<file path="config.mk">
export PLATFORM = sky130hd
export DESIGN_NAME = sasp_port
export DESIGN_NICKNAME = d
export VERILOG_FILES = /design/src/hw/sasp_pkg.sv /design/src/hw/sasp_port.sv /design/src/hw/sasp_sync.sv
export SDC_FILE = /design/constraint.sdc
export NUM_CORES = 1
export LEC_CHECK = 0
export ABC_CLOCK_PERIOD_IN_PS = 9470
export BUFFER_PORTS_ARGS = -buffer_cell sky130_fd_sc_hd__buf_2
export CELL_PAD_IN_SITES_DETAIL_PLACEMENT = 0
export CELL_PAD_IN_SITES_GLOBAL_PLACEMENT = 1
export CORE_MARGIN = 1.5
export CORE_UTILIZATION = 37
export DETAILED_ROUTE_END_ITERATION = 12
export GPL_ROUTABILITY_DRIVEN = 0
export HOLD_SLACK_MARGIN = 0.08
export MAX_ROUTING_LAYER = met4
export PLACE_DENSITY = 0.67
export SLEW_MARGIN = 20
export SYNTH_ARGS = -nofsm -noshare
export SYNTH_HDL_FRONTEND = slang
export SYNTH_HIERARCHICAL = 1
export SYNTH_SLANG_ARGS = --single-unit
</file>
<file path="constraint.sdc">
create_clock -name pclk -period 9.47 [get_ports pclk]
set_input_delay 1.894 -clock pclk [delete_from_list [all_inputs] [get_ports pclk]]
set_output_delay 1.894 -clock pclk [all_outputs]
set_load 0.01 [all_outputs]
</file>
<file path="src/hw/sasp_pkg.sv">
// Purpose: Shared constants and types of the serial audio output port.
// Assumes: APB register map with 32-bit data and one word per register.
// Notes: Bit positions count half-frame slots of 32 bit clocks each.
package sasp_pkg;
    // Register map, byte addresses.
    localparam int ADDR_W = 12;
    localparam logic [11:0] CTRL_OFS = 12'h000;
    localparam logic [11:0] STAT_OFS = 12'h004;
    // Control register fields.
    localparam int CTRL_W = 6;
    localparam int CTRL_PDN_BIT = 0;
    localparam int CTRL_FMT_LSB = 1;
    localparam int CTRL_IF_LSB = 3;
    localparam int CTRL_OSR_BIT = 5;
    localparam logic [5:0] CTRL_RESET = 6'h00;
    // Status register fields.
    localparam int STAT_LOCK_BIT = 0;
    localparam int STAT_RATIO_LSB = 1;
    localparam int STAT_RATIO_OK_BIT = 3;
    localparam int STAT_B48_BIT = 4;
    localparam int STAT_MASTER_BIT = 5;
    localparam int WORD_W = 24;
    typedef enum logic [1:0] {
        FMT_LJ24 = 2'b00, FMT_I2S24 = 2'b01,
        FMT_RJ24 = 2'b10, FMT_RJ20 = 2'b11
    } sasp_fmt_t;
    typedef enum logic [1:0] {
        IF_SLAVE = 2'b00, IF_M512 = 2'b01,
        IF_M384 = 2'b10, IF_M256 = 2'b11
    } sasp_if_t;
    typedef enum logic [1:0] {
        RATIO_256 = 2'b00, RATIO_384 = 2'b01,
        RATIO_512 = 2'b10, RATIO_768 = 2'b11
    } sasp_ratio_t;
    // Word start slot and length inside a half frame.
    localparam logic [4:0] OFS_LJ = 5'h00;
    localparam logic [4:0] OFS_I2S = 5'h01;
    localparam logic [4:0] OFS_RJ24 = 5'h08;
    localparam logic [4:0] OFS_RJ20 = 5'h0c;
    localparam logic [4:0] LEN_24 = 5'h18;
    localparam logic [4:0] LEN_20 = 5'h14;
    // Bit clocks per short frame in slave mode; any other count is taken as 64.
    localparam logic [6:0] BITS48 = 7'h30;
    // Drift limits in bit clocks: loss above LOSE, lock regained at or below HOLD.
    localparam logic [2:0] LOSE64 = 3'h6;
    localparam logic [2:0] LOSE48 = 3'h5;
    localparam logic [2:0] HOLD64 = 3'h5;
    localparam logic [2:0] HOLD48 = 3'h4;
    // Master bit clock half periods in pclk cycles (ratio / 128).
    localparam logic [2:0] HALF_M256 = 3'h2;
    localparam logic [2:0] HALF_M384 = 3'h3;
    localparam logic [2:0] HALF_M512 = 3'h4;
    // Nominal pclk counts per frame and detection tolerance.
    localparam logic [11:0] NOM_256 = 12'h100;
    localparam logic [11:0] NOM_384 = 12'h180;
    localparam logic [11:0] NOM_512 = 12'h200;
    localparam logic [11:0] NOM_768 = 12'h300;
    localparam logic [11:0] NOM_TOL = 12'h010;
endpackage : sasp_pkg

</file>
<file path="src/hw/sasp_port.sv">
// Purpose: Serial audio output port, master or slave, with APB control.
// Assumes: pclk is the system clock; samples arrive on pclk with a strobe.
// Notes: Slave pins are sampled by pclk, so bit clocks are far slower.
//
// Implementation choices: the APB register port and the register offsets.
`timescale 1ns/10ps
module sasp_port
    import sasp_pkg::*;
(
    input wire logic pclk,
    input wire logic presetn,
    input wire logic psel,
    input wire logic penable,
    input wire logic pwrite,
    input wire logic [sasp_pkg::ADDR_W-1:0] paddr,
    input wire logic [31:0] pwdata,
    output logic [31:0] prdata,
    output logic pready,
    output logic pslverr,
    input wire logic [sasp_pkg::WORD_W-1:0] sample_left,
    input wire logic [sasp_pkg::WORD_W-1:0] sample_right,
    input wire logic sample_valid,
    input wire logic bit_clock_in,
    output logic bit_clock_out,
    output logic bit_clock_oe,
    input wire logic frame_clock_in,
    output logic frame_clock_out,
    output logic frame_clock_oe,
    input wire logic data_valid_frame_in,
    output logic data_valid_frame_out,
    output logic data_valid_frame_oe,
    output logic serial_data,
    output logic serial_data_oe,
    output logic modulator_osr128
);
    import sasp_pkg::*;

    // Word start slot of each format.
    function automatic logic [4:0] fmt_ofs(input logic [1:0] f);
        case (f)
            FMT_LJ24: fmt_ofs = OFS_LJ;
            FMT_I2S24: fmt_ofs = OFS_I2S;
            FMT_RJ24: fmt_ofs = OFS_RJ24;
            default: fmt_ofs = OFS_RJ20;
        endcase
    endfunction : fmt_ofs

    // True while slot p of a half frame carries a data bit.
    function automatic logic in_win(input logic [4:0] p, input logic [1:0] f);
        logic [4:0] d;
        d = p - fmt_ofs(f);
        in_win = d < ((f == FMT_RJ20) ? LEN_20 : LEN_24);
    endfunction : in_win

    // Drift exceeds t bit clocks when delta * bits > ref * t.
    function automatic logic drift_over(input logic [11:0] dl,
        input logic [11:0] rf, input logic b48, input logic [2:0] t);
        logic [19:0] lhs;
        logic [19:0] rhs;
        lhs = 20'(dl) * (b48 ? 20'h30 : 20'h40);
        rhs = 20'(rf) * 20'(t);
        drift_over = lhs > rhs;
    endfunction : drift_over

    // Nearest nominal ratio; the top bit is low when none fits.
    function automatic logic [2:0] ratio_class(input logic [11:0] m);
        ratio_class = 3'h0;
        if (m >= NOM_256 - NOM_TOL && m <= NOM_256 + NOM_TOL) begin
            ratio_class = {1'b1, RATIO_256};
        end else if (m >= NOM_384 - NOM_TOL && m <= NOM_384 + NOM_TOL) begin
            ratio_class = {1'b1, RATIO_384};
        end else if (m >= NOM_512 - NOM_TOL && m <= NOM_512 + NOM_TOL) begin
            ratio_class = {1'b1, RATIO_512};
        end else if (m >= NOM_768 - NOM_TOL && m <= NOM_768 + NOM_TOL) begin
            ratio_class = {1'b1, RATIO_768};
        end
    endfunction : ratio_class

    logic [CTRL_W-1:0] ctrl_reg, ctrl_next;
    logic [31:0] prdata_next;
    logic pready_next, pslverr_next, acc;
    logic [2:0] pin_s;
    logic pdn, master;
    logic [1:0] fmt, ifc;
    logic [2:0] half;

    assign pdn = ctrl_reg[CTRL_PDN_BIT];
    assign fmt = ctrl_reg[CTRL_FMT_LSB +: 2];
    assign ifc = ctrl_reg[CTRL_IF_LSB +: 2];
    assign master = ifc != IF_SLAVE;
    // Only three master ratios decode; 768 fs has no code here.
    assign half = (ifc == IF_M256) ? HALF_M256 :
                  (ifc == IF_M384) ? HALF_M384 : HALF_M512;

    // Link pins cross into pclk before any logic reads them.
    sasp_sync #(.WIDTH(3)) u_sync (
        .clk(pclk),
        .rst_n(presetn),
        .d({data_valid_frame_in, frame_clock_in, bit_clock_in}),
        .q(pin_s)
    );

    // Status word built from live state.
    logic locked_reg, bits48_reg, ratio_ok_reg;
    logic [1:0] ratio_reg;
    logic [31:0] stat_word;
    assign stat_word = {26'h0, master, bits48_reg, ratio_ok_reg, ratio_reg,
                        locked_reg};

    // APB slave: pready rises in the access phase, one wait-free answer.
    always_comb begin
        acc = psel && penable && pready;
        ctrl_next = ctrl_reg;
        pready_next = psel && !penable;
        prdata_next = 32'h0;
        pslverr_next = 1'b0;
        if (psel && !penable) begin
            if (paddr == CTRL_OFS) begin
                prdata_next = {26'h0, ctrl_reg};
            end else if (paddr == STAT_OFS) begin
                prdata_next = stat_word;
            end else begin
                pslverr_next = 1'b1;
            end
        end
        if (acc && pwrite && paddr == CTRL_OFS) begin
            ctrl_next = pwdata[CTRL_W-1:0];
        end
    end

    always_ff @(posedge pclk or negedge presetn) begin
        if (!presetn) begin
            ctrl_reg <= CTRL_RESET;
            pready <= 1'b0;
            prdata <= 32'h0;
            pslverr <= 1'b0;
        end else begin
            ctrl_reg <= ctrl_next;
            pready <= pready_next;
            prdata <= prdata_next;
            pslverr <= pslverr_next;
        end
    end

    // Link group state.
    logic [2:0] div_reg, div_next;
    logic [5:0] pos_reg, pos_next;
    logic bck_d_reg, bck_d_next, fr_smp_reg, fr_smp_next;
    logic dvf_smp_reg, dvf_smp_next;
    logic [WORD_W-1:0] sreg_reg, sreg_next, hold_l_reg, hold_r_reg;
    logic [WORD_W-1:0] hold_l_next, hold_r_next, src;
    logic [6:0] bcnt_reg, bcnt_next;
    logic bck_o_next, fr_o_next, dvf_o_next, dout_next, oe_next;
    logic osr_next, bits48_next;
    logic m_tick, m_fall, s_rise, s_fall, s_fedge, s_frise, left;

    // Edge events: master from the divider, slave from synced pins.
    assign m_tick = pdn && master && div_reg == half - 3'h1;
    assign m_fall = m_tick && bit_clock_out;
    assign s_rise = pdn && !master && pin_s[0] && !bck_d_reg;
    assign s_fall = pdn && !master && !pin_s[0] && bck_d_reg;
    assign s_fedge = s_rise && pin_s[1] != fr_smp_reg;
    assign s_frise = s_rise && pin_s[1] && !fr_smp_reg;
    // I2S puts left in the low frame clock phase.
    assign left = (fmt == FMT_I2S24) ? !pin_s[1] : pin_s[1];

    always_comb begin
        div_next = div_reg;
        pos_next = pos_reg;
        bck_d_next = pin_s[0];
        fr_smp_next = fr_smp_reg;
        dvf_smp_next = dvf_smp_reg;
        sreg_next = sreg_reg;
        bcnt_next = bcnt_reg;
        bits48_next = bits48_reg;
        bck_o_next = bit_clock_out;
        fr_o_next = frame_clock_out;
        dvf_o_next = data_valid_frame_out;
        dout_next = serial_data;
        oe_next = pdn && master;
        osr_next = ctrl_reg[CTRL_OSR_BIT];
        hold_l_next = sample_valid ? sample_left : hold_l_reg;
        hold_r_next = sample_valid ? sample_right : hold_r_reg;
        src = sreg_reg;
        if (!pdn) begin
            // Everything idles and the data pin is released.
            div_next = 3'h0;
            pos_next = 6'h3f;
            bck_o_next = 1'b0;
            fr_o_next = 1'b0;
            dvf_o_next = 1'b0;
            dout_next = 1'b0;
            sreg_next = '0;
        end else if (master) begin
            // Divide pclk down to 64 bit clocks per frame.
            div_next = m_tick ? 3'h0 : div_reg + 3'h1;
            if (m_tick) begin
                bck_o_next = !bit_clock_out;
            end
            if (m_fall) begin
                // Frame clock, valid frame and data all move on the bit clock fall.
                pos_next = pos_reg + 6'h01;
                fr_o_next = (fmt == FMT_I2S24) ? pos_next[5] : !pos_next[5];
                dvf_o_next = in_win(pos_next[4:0], fmt);
                if (pos_next[4:0] == 5'h00) begin
                    src = pos_next[5] ? hold_r_reg : hold_l_reg;
                end
                // MSB first; zero code while unlocked.
                dout_next = in_win(pos_next[4:0], fmt) && src[WORD_W-1] &&
                            locked_reg;
                sreg_next = in_win(pos_next[4:0], fmt) ?
                            {src[WORD_W-2:0], 1'b0} : src;
            end
        end else begin
            if (s_rise) begin
                // Frame clock and valid frame sampled on the rise.
                fr_smp_next = pin_s[1];
                dvf_smp_next = pin_s[2];
                bcnt_next = s_frise ? 7'h01 : bcnt_reg + 7'h01;
                if (s_frise) begin
                    bits48_next = bcnt_reg == BITS48;
                end
            end
            if (s_fedge) begin
                sreg_next = left ? hold_l_reg : hold_r_reg;
                dout_next = 1'b0;
            end else if (s_fall) begin
                // Shift only inside the external valid frame.
                dout_next = dvf_smp_reg && sreg_reg[WORD_W-1] && locked_reg;
                if (dvf_smp_reg) begin
                    sreg_next = {sreg_reg[WORD_W-2:0], 1'b0};
                end
            end
        end
    end

    always_ff @(posedge pclk or negedge presetn) begin
        if (!presetn) begin
            div_reg <= 3'h0;
            pos_reg <= 6'h3f;
            bck_d_reg <= 1'b0;
            fr_smp_reg <= 1'b0;
            dvf_smp_reg <= 1'b0;
            sreg_reg <= '0;
            hold_l_reg <= '0;
            hold_r_reg <= '0;
            bcnt_reg <= 7'h00;
            bits48_reg <= 1'b0;
            bit_clock_out <= 1'b0;
            frame_clock_out <= 1'b0;
            data_valid_frame_out <= 1'b0;
            serial_data <= 1'b0;
            serial_data_oe <= 1'b0;
            bit_clock_oe <= 1'b0;
            frame_clock_oe <= 1'b0;
            data_valid_frame_oe <= 1'b0;
            modulator_osr128 <= 1'b0;
        end else begin
            div_reg <= div_next;
            pos_reg <= pos_next;
            bck_d_reg <= bck_d_next;
            fr_smp_reg <= fr_smp_next;
            dvf_smp_reg <= dvf_smp_next;
            sreg_reg <= sreg_next;
            hold_l_reg <= hold_l_next;
            hold_r_reg <= hold_r_next;
            bcnt_reg <= bcnt_next;
            bits48_reg <= bits48_next;
            bit_clock_out <= bck_o_next;
            frame_clock_out <= fr_o_next;
            data_valid_frame_out <= dvf_o_next;
            serial_data <= dout_next;
            serial_data_oe <= pdn;
            bit_clock_oe <= oe_next;
            frame_clock_oe <= oe_next;
            data_valid_frame_oe <= oe_next;
            modulator_osr128 <= osr_next;
        end
    end

    // Sync monitor: frame length in pclk against the previous frame's length.
    // A stopped frame clock saturates the counter and drops the lock.
    logic [11:0] fcnt_reg, fcnt_next, ref_reg, ref_next, meas, delta;
    logic locked_next, ratio_ok_next, lose, keep;
    logic [1:0] ratio_next;
    logic [2:0] cls;

    always_comb begin
        meas = fcnt_reg + 12'h001;
        delta = (meas > ref_reg) ? meas - ref_reg : ref_reg - meas;
        lose = drift_over(delta, ref_reg, bits48_reg,
                          bits48_reg ? LOSE48 : LOSE64);
        keep = !drift_over(delta, ref_reg, bits48_reg,
                           bits48_reg ? HOLD48 : HOLD64);
        cls = ratio_class(meas);
        fcnt_next = (fcnt_reg == 12'hfff) ? fcnt_reg : meas;
        ref_next = ref_reg;
        locked_next = locked_reg;
        ratio_next = ratio_reg;
        ratio_ok_next = ratio_ok_reg;
        if (!pdn || master) begin
            fcnt_next = 12'h000;
            locked_next = pdn;
            ratio_ok_next = 1'b0;
        end else if (s_frise) begin
            fcnt_next = 12'h000;
            ref_next = meas;
            ratio_next = cls[1:0];
            ratio_ok_next = cls[2];
            if (locked_reg) begin
                locked_next = !lose;
            end else begin
                locked_next = keep;
            end
        end else if (fcnt_reg == 12'hfff) begin
            locked_next = 1'b0;
        end
    end

    always_ff @(posedge pclk or negedge presetn) begin
        if (!presetn) begin
            fcnt_reg <= 12'h000;
            ref_reg <= 12'h000;
            locked_reg <= 1'b0;
            ratio_reg <= 2'b00;
            ratio_ok_reg <= 1'b0;
        end else begin
            fcnt_reg <= fcnt_next;
            ref_reg <= ref_next;
            locked_reg <= locked_next;
            ratio_reg <= ratio_next;
            ratio_ok_reg <= ratio_ok_next;
        end
    end

    property p_apb_ready;
        @(posedge pclk) disable iff (!presetn)
        psel && !penable |=> pready ##1 !pready;
    endproperty
    a_apb_ready: assert property (p_apb_ready) else $error("pready late");
    property p_pdn;
        @(posedge pclk) disable iff (!presetn)
        !pdn |=> !serial_data_oe && !serial_data && !bit_clock_oe;
    endproperty
    a_pdn: assert property (p_pdn) else $error("power down leak");
    property p_master_oe;
        @(posedge pclk) disable iff (!presetn)
        pdn && master |=> frame_clock_oe && data_valid_frame_oe;
    endproperty
    a_master_oe: assert property (p_master_oe) else $error("oe off");
    property p_bck_256;
        @(posedge pclk) disable iff (!presetn)
        $rose(bit_clock_out) && ifc == IF_M256 && $stable(ctrl_reg)
        |=> bit_clock_out ##1 !bit_clock_out;
    endproperty
    a_bck_256: assert property (p_bck_256) else $error("bck ratio");
    property p_fr_on_fall;
        @(posedge pclk) disable iff (!presetn)
        pdn && master && $changed(frame_clock_out) |-> $fell(bit_clock_out);
    endproperty
    a_fr_on_fall: assert property (p_fr_on_fall) else $error("fr");
    property p_fr_period;
        @(posedge pclk) disable iff (!presetn)
        m_fall && pos_reg[4:0] != 5'h1f |=> $stable(frame_clock_out);
    endproperty
    a_fr_period: assert property (p_fr_period) else $error("frame len");
    property p_dvf_start;
        @(posedge pclk) disable iff (!presetn)
        pdn && master && $rose(data_valid_frame_out)
        |-> pos_reg[4:0] == fmt_ofs(fmt);
    endproperty
    a_dvf_start: assert property (p_dvf_start) else $error("dvf st");
    property p_dvf_end;
        @(posedge pclk) disable iff (!presetn)
        pdn && master && $fell(data_valid_frame_out) && $stable(ctrl_reg)
        |-> pos_reg[4:0] == fmt_ofs(fmt) +
            ((fmt == FMT_RJ20) ? LEN_20 : LEN_24);
    endproperty
    a_dvf_end: assert property (p_dvf_end) else $error("dvf length");
    property p_slave_idle;
        @(posedge pclk) disable iff (!presetn)
        s_fall && !s_fedge && !dvf_smp_reg |=> !serial_data;
    endproperty
    a_slave_idle: assert property (p_slave_idle) else $error("shift");
    property p_lose;
        @(posedge pclk) disable iff (!presetn)
        s_frise && locked_reg && lose |=> !locked_reg ##1 !serial_data;
    endproperty
    a_lose: assert property (p_lose) else $error("no halt");
    property p_keep;
        @(posedge pclk) disable iff (!presetn)
        s_frise && locked_reg && keep && !master |=> locked_reg;
    endproperty
    a_keep: assert property (p_keep) else $error("false resync");
    c_master_frame: cover property (@(posedge pclk) disable iff (!presetn)
        m_fall && pos_reg == 6'h3f);
    c_slave_lock: cover property (@(posedge pclk) disable iff (!presetn)
        !master && $rose(locked_reg));
    c_slave_loss: cover property (@(posedge pclk) disable iff (!presetn)
        pdn && !master && $fell(locked_reg));
endmodule : sasp_port

</file>
<file path="src/hw/sasp_sync.sv">
// Purpose: Two-flop synchroniser for pins from outside the pclk domain.
// Assumes: Inputs are slow levels compared with pclk.
// Notes: Only the second stage is visible to the rest of the design.
`timescale 1ns/10ps
module sasp_sync #(
    parameter int WIDTH = 3
) (
    input wire logic clk,
    input wire logic rst_n,
    input wire logic [WIDTH-1:0] d,
    output logic [WIDTH-1:0] q
);
    logic [WIDTH-1:0] meta_reg;

    // First stage feeds the second stage and nothing else.
    always_ff @(posedge clk or negedge rst_n) begin
        if (!rst_n) begin
            meta_reg <= '0;
            q <= '0;
        end else begin
            meta_reg <= d;
            q <= meta_reg;
        end
    end
endmodule : sasp_sync

</file>
; Yosys cells after proc, flatten, opt, wreduce, memory -nomap -nowiden
; Cells that the tools add are included.
[totals]
reg_bits = 173
input_bits = 101
wordCells = 185
[op_classes]
add_sub_neg = 8
multipliers = 3
n_lt_le_gt_ge = 12
eq_ne = 17
n_mux = 66
bitwise = 2
reduce_logical = 49
[ops]
columns = cell, n
row1 = 24-bit two-way mux, 13
row2 = 12-bit two-way mux, 4
row3 = 32-bit two-way mux, 1
row4 = 12-bit by 3-bit multiplier with 15-bit output, 2
row5 = 6-bit two-way mux, 5
row6 = 3-bit two-way mux, 9
row7 = 1-bit two-way mux, 26
row8 = 12-bit by 9-bit >= comparator with 1-bit output (second input constant), 2
row9 = 12-bit by 10-bit <= comparator with 1-bit output (second input constant), 2
row10 = 12-bit by 9-bit <= comparator with 1-bit output (second input constant), 2
row11 = 1-bit logical AND, 24
row12 = 12-bit subtractor, 2
row13 = 20-bit by 15-bit greater-than comparator with 1-bit output, 1
row14 = 19-bit by 15-bit greater-than comparator with 1-bit output, 1
row15 = 12-bit by 7-bit multiplier with 19-bit output, 1
row16 = 5-bit two-way mux, 3
row17 = 7-bit two-way mux, 2
row18 = 12-bit by 1-bit adder with 12-bit output (second input constant), 1
row19 = 12-bit equality test (second input constant), 1
row20 = 12-bit by 3-bit equality test with 1-bit output (second input constant), 1
row21 = 12-bit by 10-bit >= comparator with 1-bit output (second input constant), 1
row22 = 12-bit by 8-bit >= comparator with 1-bit output (second input constant), 1
row23 = 12-bit greater-than comparator, 1
row24 = 12-bit zero test, 1
row25 = other kinds (27), 50

; Logic depth before layout (Yosys ltp)
[depth]
word_depth = 17
depth_mapped = 36

; Modules after synthesis
; The synthesis kept the hierarchy.
[modules_own_cells]
columns = mod, instances, cells_per_inst, area_each_um2
row1 = sasp_port, 1, 1264, 11782.6
row2 = sasp_sync, 1, 6, 150.1

; Worst setup path before layout
; Ideal clock, no wire load.
[synth_timing]
kind = register to register
startpoint = reg fcnt_reg[0]
endpoint = reg locked_reg
arrival_time_ns = 6.521
required_ns = 9.394
path_slack_ns = 2.872
stages_incl_launch_ff = 34
path_buffers = 3
period_less_slack_ns = 6.598
cell_sequence = dfrtp_1 and3_1 buf_6 nor2b_4 and3_4 xor2_2 ha_1 buf_6 a21oi_4 o21ai_1 nor4_4 nor2_4 buf_6 mux2i_1 o221ai_2 xnor2_1 nor2_1 ha_1 ha_1 ha_1 ha_1 ha_1 nand3_1 o211ai_1 nor2_1 xnor2_1 ha_1 and4_1 o21ai_0 a21oi_1 a211oi_1 o311ai_1 or4_1 o21ai_1
[synth_between]
elab_chain_len = 9
[synth_rtl]
columns = element, line
row1 = "start, declared", sasp_port.sv:283  ; logic [11:0] fcnt_reg, fcnt_next, ref_reg, ref_next, meas, delta;
row2 = "start signal, assigned", sasp_port.sv:328  ; fcnt_reg <= fcnt_next;
row3 = 12-bit by 1-bit adder with 12-bit output *, sasp_port.sv:289  ; meas = fcnt_reg + 12'h001;
row4 = named net meas[9], sasp_port.sv:283
row5 = 12-bit subtractor or 12-bit greater-than comparator (tied branches), sasp_port.sv:290  ; delta = (meas > ref_reg) ? meas - ref_reg : ref_reg - meas;
row6 = 12-bit two-way mux *, sasp_port.sv:290
row7 = 12-bit by 7-bit multiplier with 19-bit output *, sasp_port.sv:60  ; lhs = 20'(dl) * (b48 ? 20'h30 : 20'h40);
row8 = 20-bit by 15-bit greater-than comparator with 1-bit output or 19-bit by 15-bit greater-than comparator with 1-bit output (tied branches), sasp_port.sv:62  ; drift_over = lhs > rhs;
row9 = 1-bit zero test (on tied branches), "sasp_port.sv:311, sasp_port.sv:293"
row10 = 1-bit two-way mux *, sasp_port.sv:310  ; if (locked_reg) begin
row11 = 1-bit two-way mux *, sasp_port.sv:305  ; end else if (s_frise) begin
row12 = 1-bit two-way mux *, sasp_port.sv:301  ; if (!pdn || master) begin
row13 = "end signal, assigned", sasp_port.sv:330  ; locked_reg <= locked_next;
row14 = "end, declared", sasp_port.sv:104  ; logic locked_reg, bits48_reg, ratio_ok_reg;
; The timed path passes the listed nets; every way through them passes the cells marked *.
; A chain may end at the register's enable or synchronous reset.

; Worst setup path after layout
; Ends and elaborated chain as after synthesis.

==> reports/results.ini <==
[sta]
slew_viol_final=0
hold_viol_final=0
rsz0062_at_grt=no
tightest_slew_ns=0.9096
fmax_mhz=125.8
max-slew-margin-rel=0.3936
fin_setup_tns_ns=0
setup_viol_count_final=0
period_share=0.8397
setup_ws_ns=1.518
clock_skew_ns=0.01476
period_minus_slack_ns=7.952

[pwr]
seq_power_share=0.454
intPower_w=0.001128
sw_frac_of_total=0.2331
p_switching_w=0.0003427
peakVddDrop_mv=0.1139
leakage_nw=6.812
comb_power_share=0.072
cellPowerDensity_nw_per_um2=111.4
clkPwrFrac=0.474

[setup_path]
slowest_delay_ns=0.53
crit_slowest_cell=or4_1
cp-end-kind=flop
start_kind=flop
cp.required_ns=9.83
rrSetupSlack_ns=1.52
cp_max_fo=15
arrival_ns=8.31
worstSetupPathType=flop to flop
critPathMostFrequentCell=ha_1

[floorplan]
io_pins=144
die_width_um=182.6
fp.dieH_um=182.6
dieArea_um2=33340
rows=65
core_area_um2=31640
start_util=0.3772

[cells_and_area]
multiInputGateArea_um2=7631
nets=1578
layout.area.seq_um2=3686
fin_util=0.4172
syn_to_final_growth_pct=10.62
n_fill_cell=3164
drive_above_1_share=0.1861
diodes=0

[logic_synthesis]
synthSimpleGateAreaFrac=0.1311
synth_xor_xnor_area_share=0.04928
avgSynthCellArea_um2=9.396
yosysSeqAreaShare=0.3089
synth_top_family_by_area=adder cells
ys_dominant_reg_cell=dfrtp_1
yosys.area.top_type_share=0.2957
synthAdderAreaFrac=0.1688
netlist_area_um2=11930
synthMuxAreaShare=0.1304
synth.area.top_cells=dfrtp_1 (30%), ha_1 (14%), mux2_2 (7.4%)
yosysWarnings=6
synth_top_area_cell=dfrtp_1
ys_types=81
synth.most_common_cell=dfrtp_1
synth_edf_count=0
yosys-top-cells-count=dfrtp_1 (141), ha_1 (137), nor2_1 (137), a21oi_1 (131), mux2_2 (78)
async_reset_ff_frac=1.000
synth_seq_cells=147
synth_compound_area_frac=0.1471
syn_inst=1270

[clock_tree]
tritoncts=done
cts_sinks=147
root_buffer=clkbuf_16
cts_buffers=17
cts_htree_levels=4
cts_setup_buffers=0
cts_buffer_depth=2
clk_latency_ns=0.43
ctsHoldBuffers=0
cts_resized=0
clkTransAtPathRegs_ns=0.06

[route]
antenna_left=0
wl_um=27610
drc_errors=0
first_pass_iters=4
via_per_inst=5.178
num_vias=9009
wl_per_cell_um=15.87
drt-initial-drc-count=495

[global_route]
grtUsageMet3=0.02973
antenna_found_initial=0
gr-total-overflow=0
first_global_vias=8705
grt_usage=0.1750
met1_usage=0.2482
grt_pass1_wl_um=45680
met2_usage=0.2618
grt_max_degree=79
top_usage_layer=met2

[run_status]
status=finished clean

[place]
place_ws_ns=1.535
port_buffers=91
hpwl_um=20140

[flow_run]
max_cap_violations=0

[min_path]
hp-class=flop to flop

[metrics by stage]
stage | cells | power [W] | hold WS, ns | area [µm²]
floorplan | 1296 | 0.0007490 | 0.3312 | 12030
global placement | 1708 | 0.0007836 | 0.3324 | 12590
detailed placement | 1708 | 0.0007868 | 0.3379 | 12590
CTS | 1740 | 0.001494 | 0.3526 | 13200
global route | 1740 | 0.001531 | 0.3551 | 13200
finish | 1740 | 0.001470 | 0.3482 | 13200
[critical path: cells and delay by family (launching register included)]
kind                     cells  cell delay, ns
adder cells (fa/ha/maj)      8            2.59
AND/OR/NAND/NOR             11            2.08
AO/OA/AOI/OAI                8            1.32
XOR/XNOR                     3            1.01
flip-flops                   1            0.47
multiplexers                 1            0.28
buffers and inverters        1            0.09
[per-layer routing]
layer / routed length [µm] / up-vias / share of wire
li1: - / 4548 / -
met1: 14240 / 4279 / 0.52
met2: 12260 / 168 / 0.44
met3: 937 / 14 / 0.034
met4: 176 / 0 / 0.0064
met5: 0 / - / 0
[final cells by class]
class                           instances  area share
Clock inverter                         11     0.01166
Timing Repair Buffer                  102     0.04142
Clock buffer                           21     0.03412
Multi-Input combinational cell        996      0.5781
Tap cell                              402     0.03810
Sequential cell                       147      0.2792
Inverter                               61     0.01735
[final timing paths]
check,startpoint,endpoint,cells past startpoint
max in group asynchronous,presetn,fcnt_reg[3],2
min in group asynchronous,presetn,prdata[5],1
worst max register to register,fcnt_reg[0],locked_reg,32
worst max-delay path,fcnt_reg[0],locked_reg,32
worst min-delay path,u_sync/meta_reg[1],u_sync/q[1],0
worst min register to register,u_sync/meta_reg[1],u_sync/q[1],0
[power groups by stage]
stage | Clock, W | Sequential [W] | Combinational (W)
floorplan | 0 | 0.000674 | 0.0000746
global placement | 0 | 0.000678 | 0.000105
detailed placement | 0 | 0.000680 | 0.000107
CTS | 0.000718 | 0.000668 | 0.000108
global route | 0.000741 | 0.000671 | 0.000118
finish | 0.000697 | 0.000668 | 0.000105
[layout by cell type, fill, tap and decap left out, types with 27 or more instances in the layout]
cell type	Yosys	routed
a21oi_1	131	130
buf_2	13	89
conb_1	1	27
dfrtp_1	141	141
ha_1	137	137
inv_1	58	58
mux2_2	78	78
mux2i_1	65	65
nand2_1	64	64
nor2_1	137	137
o21ai_0	49	49
xnor2_1	37	37
[kinds of logic (layout without fill, tap and decap cells)]
family | count (synthesis) | in the layout
AOI/OAI and AO/OA | 288 | 288
buffers and inverters | 153 | 195
xor gates and xnor gates | 62 | 62
and+or+nand+nor | 322 | 322
adders and majority gates | 152 | 152
muxes | 145 | 145
other | 1 | 27
DFF | 147 | 147
No activity file was read; power rests on OpenSTA's default activity.
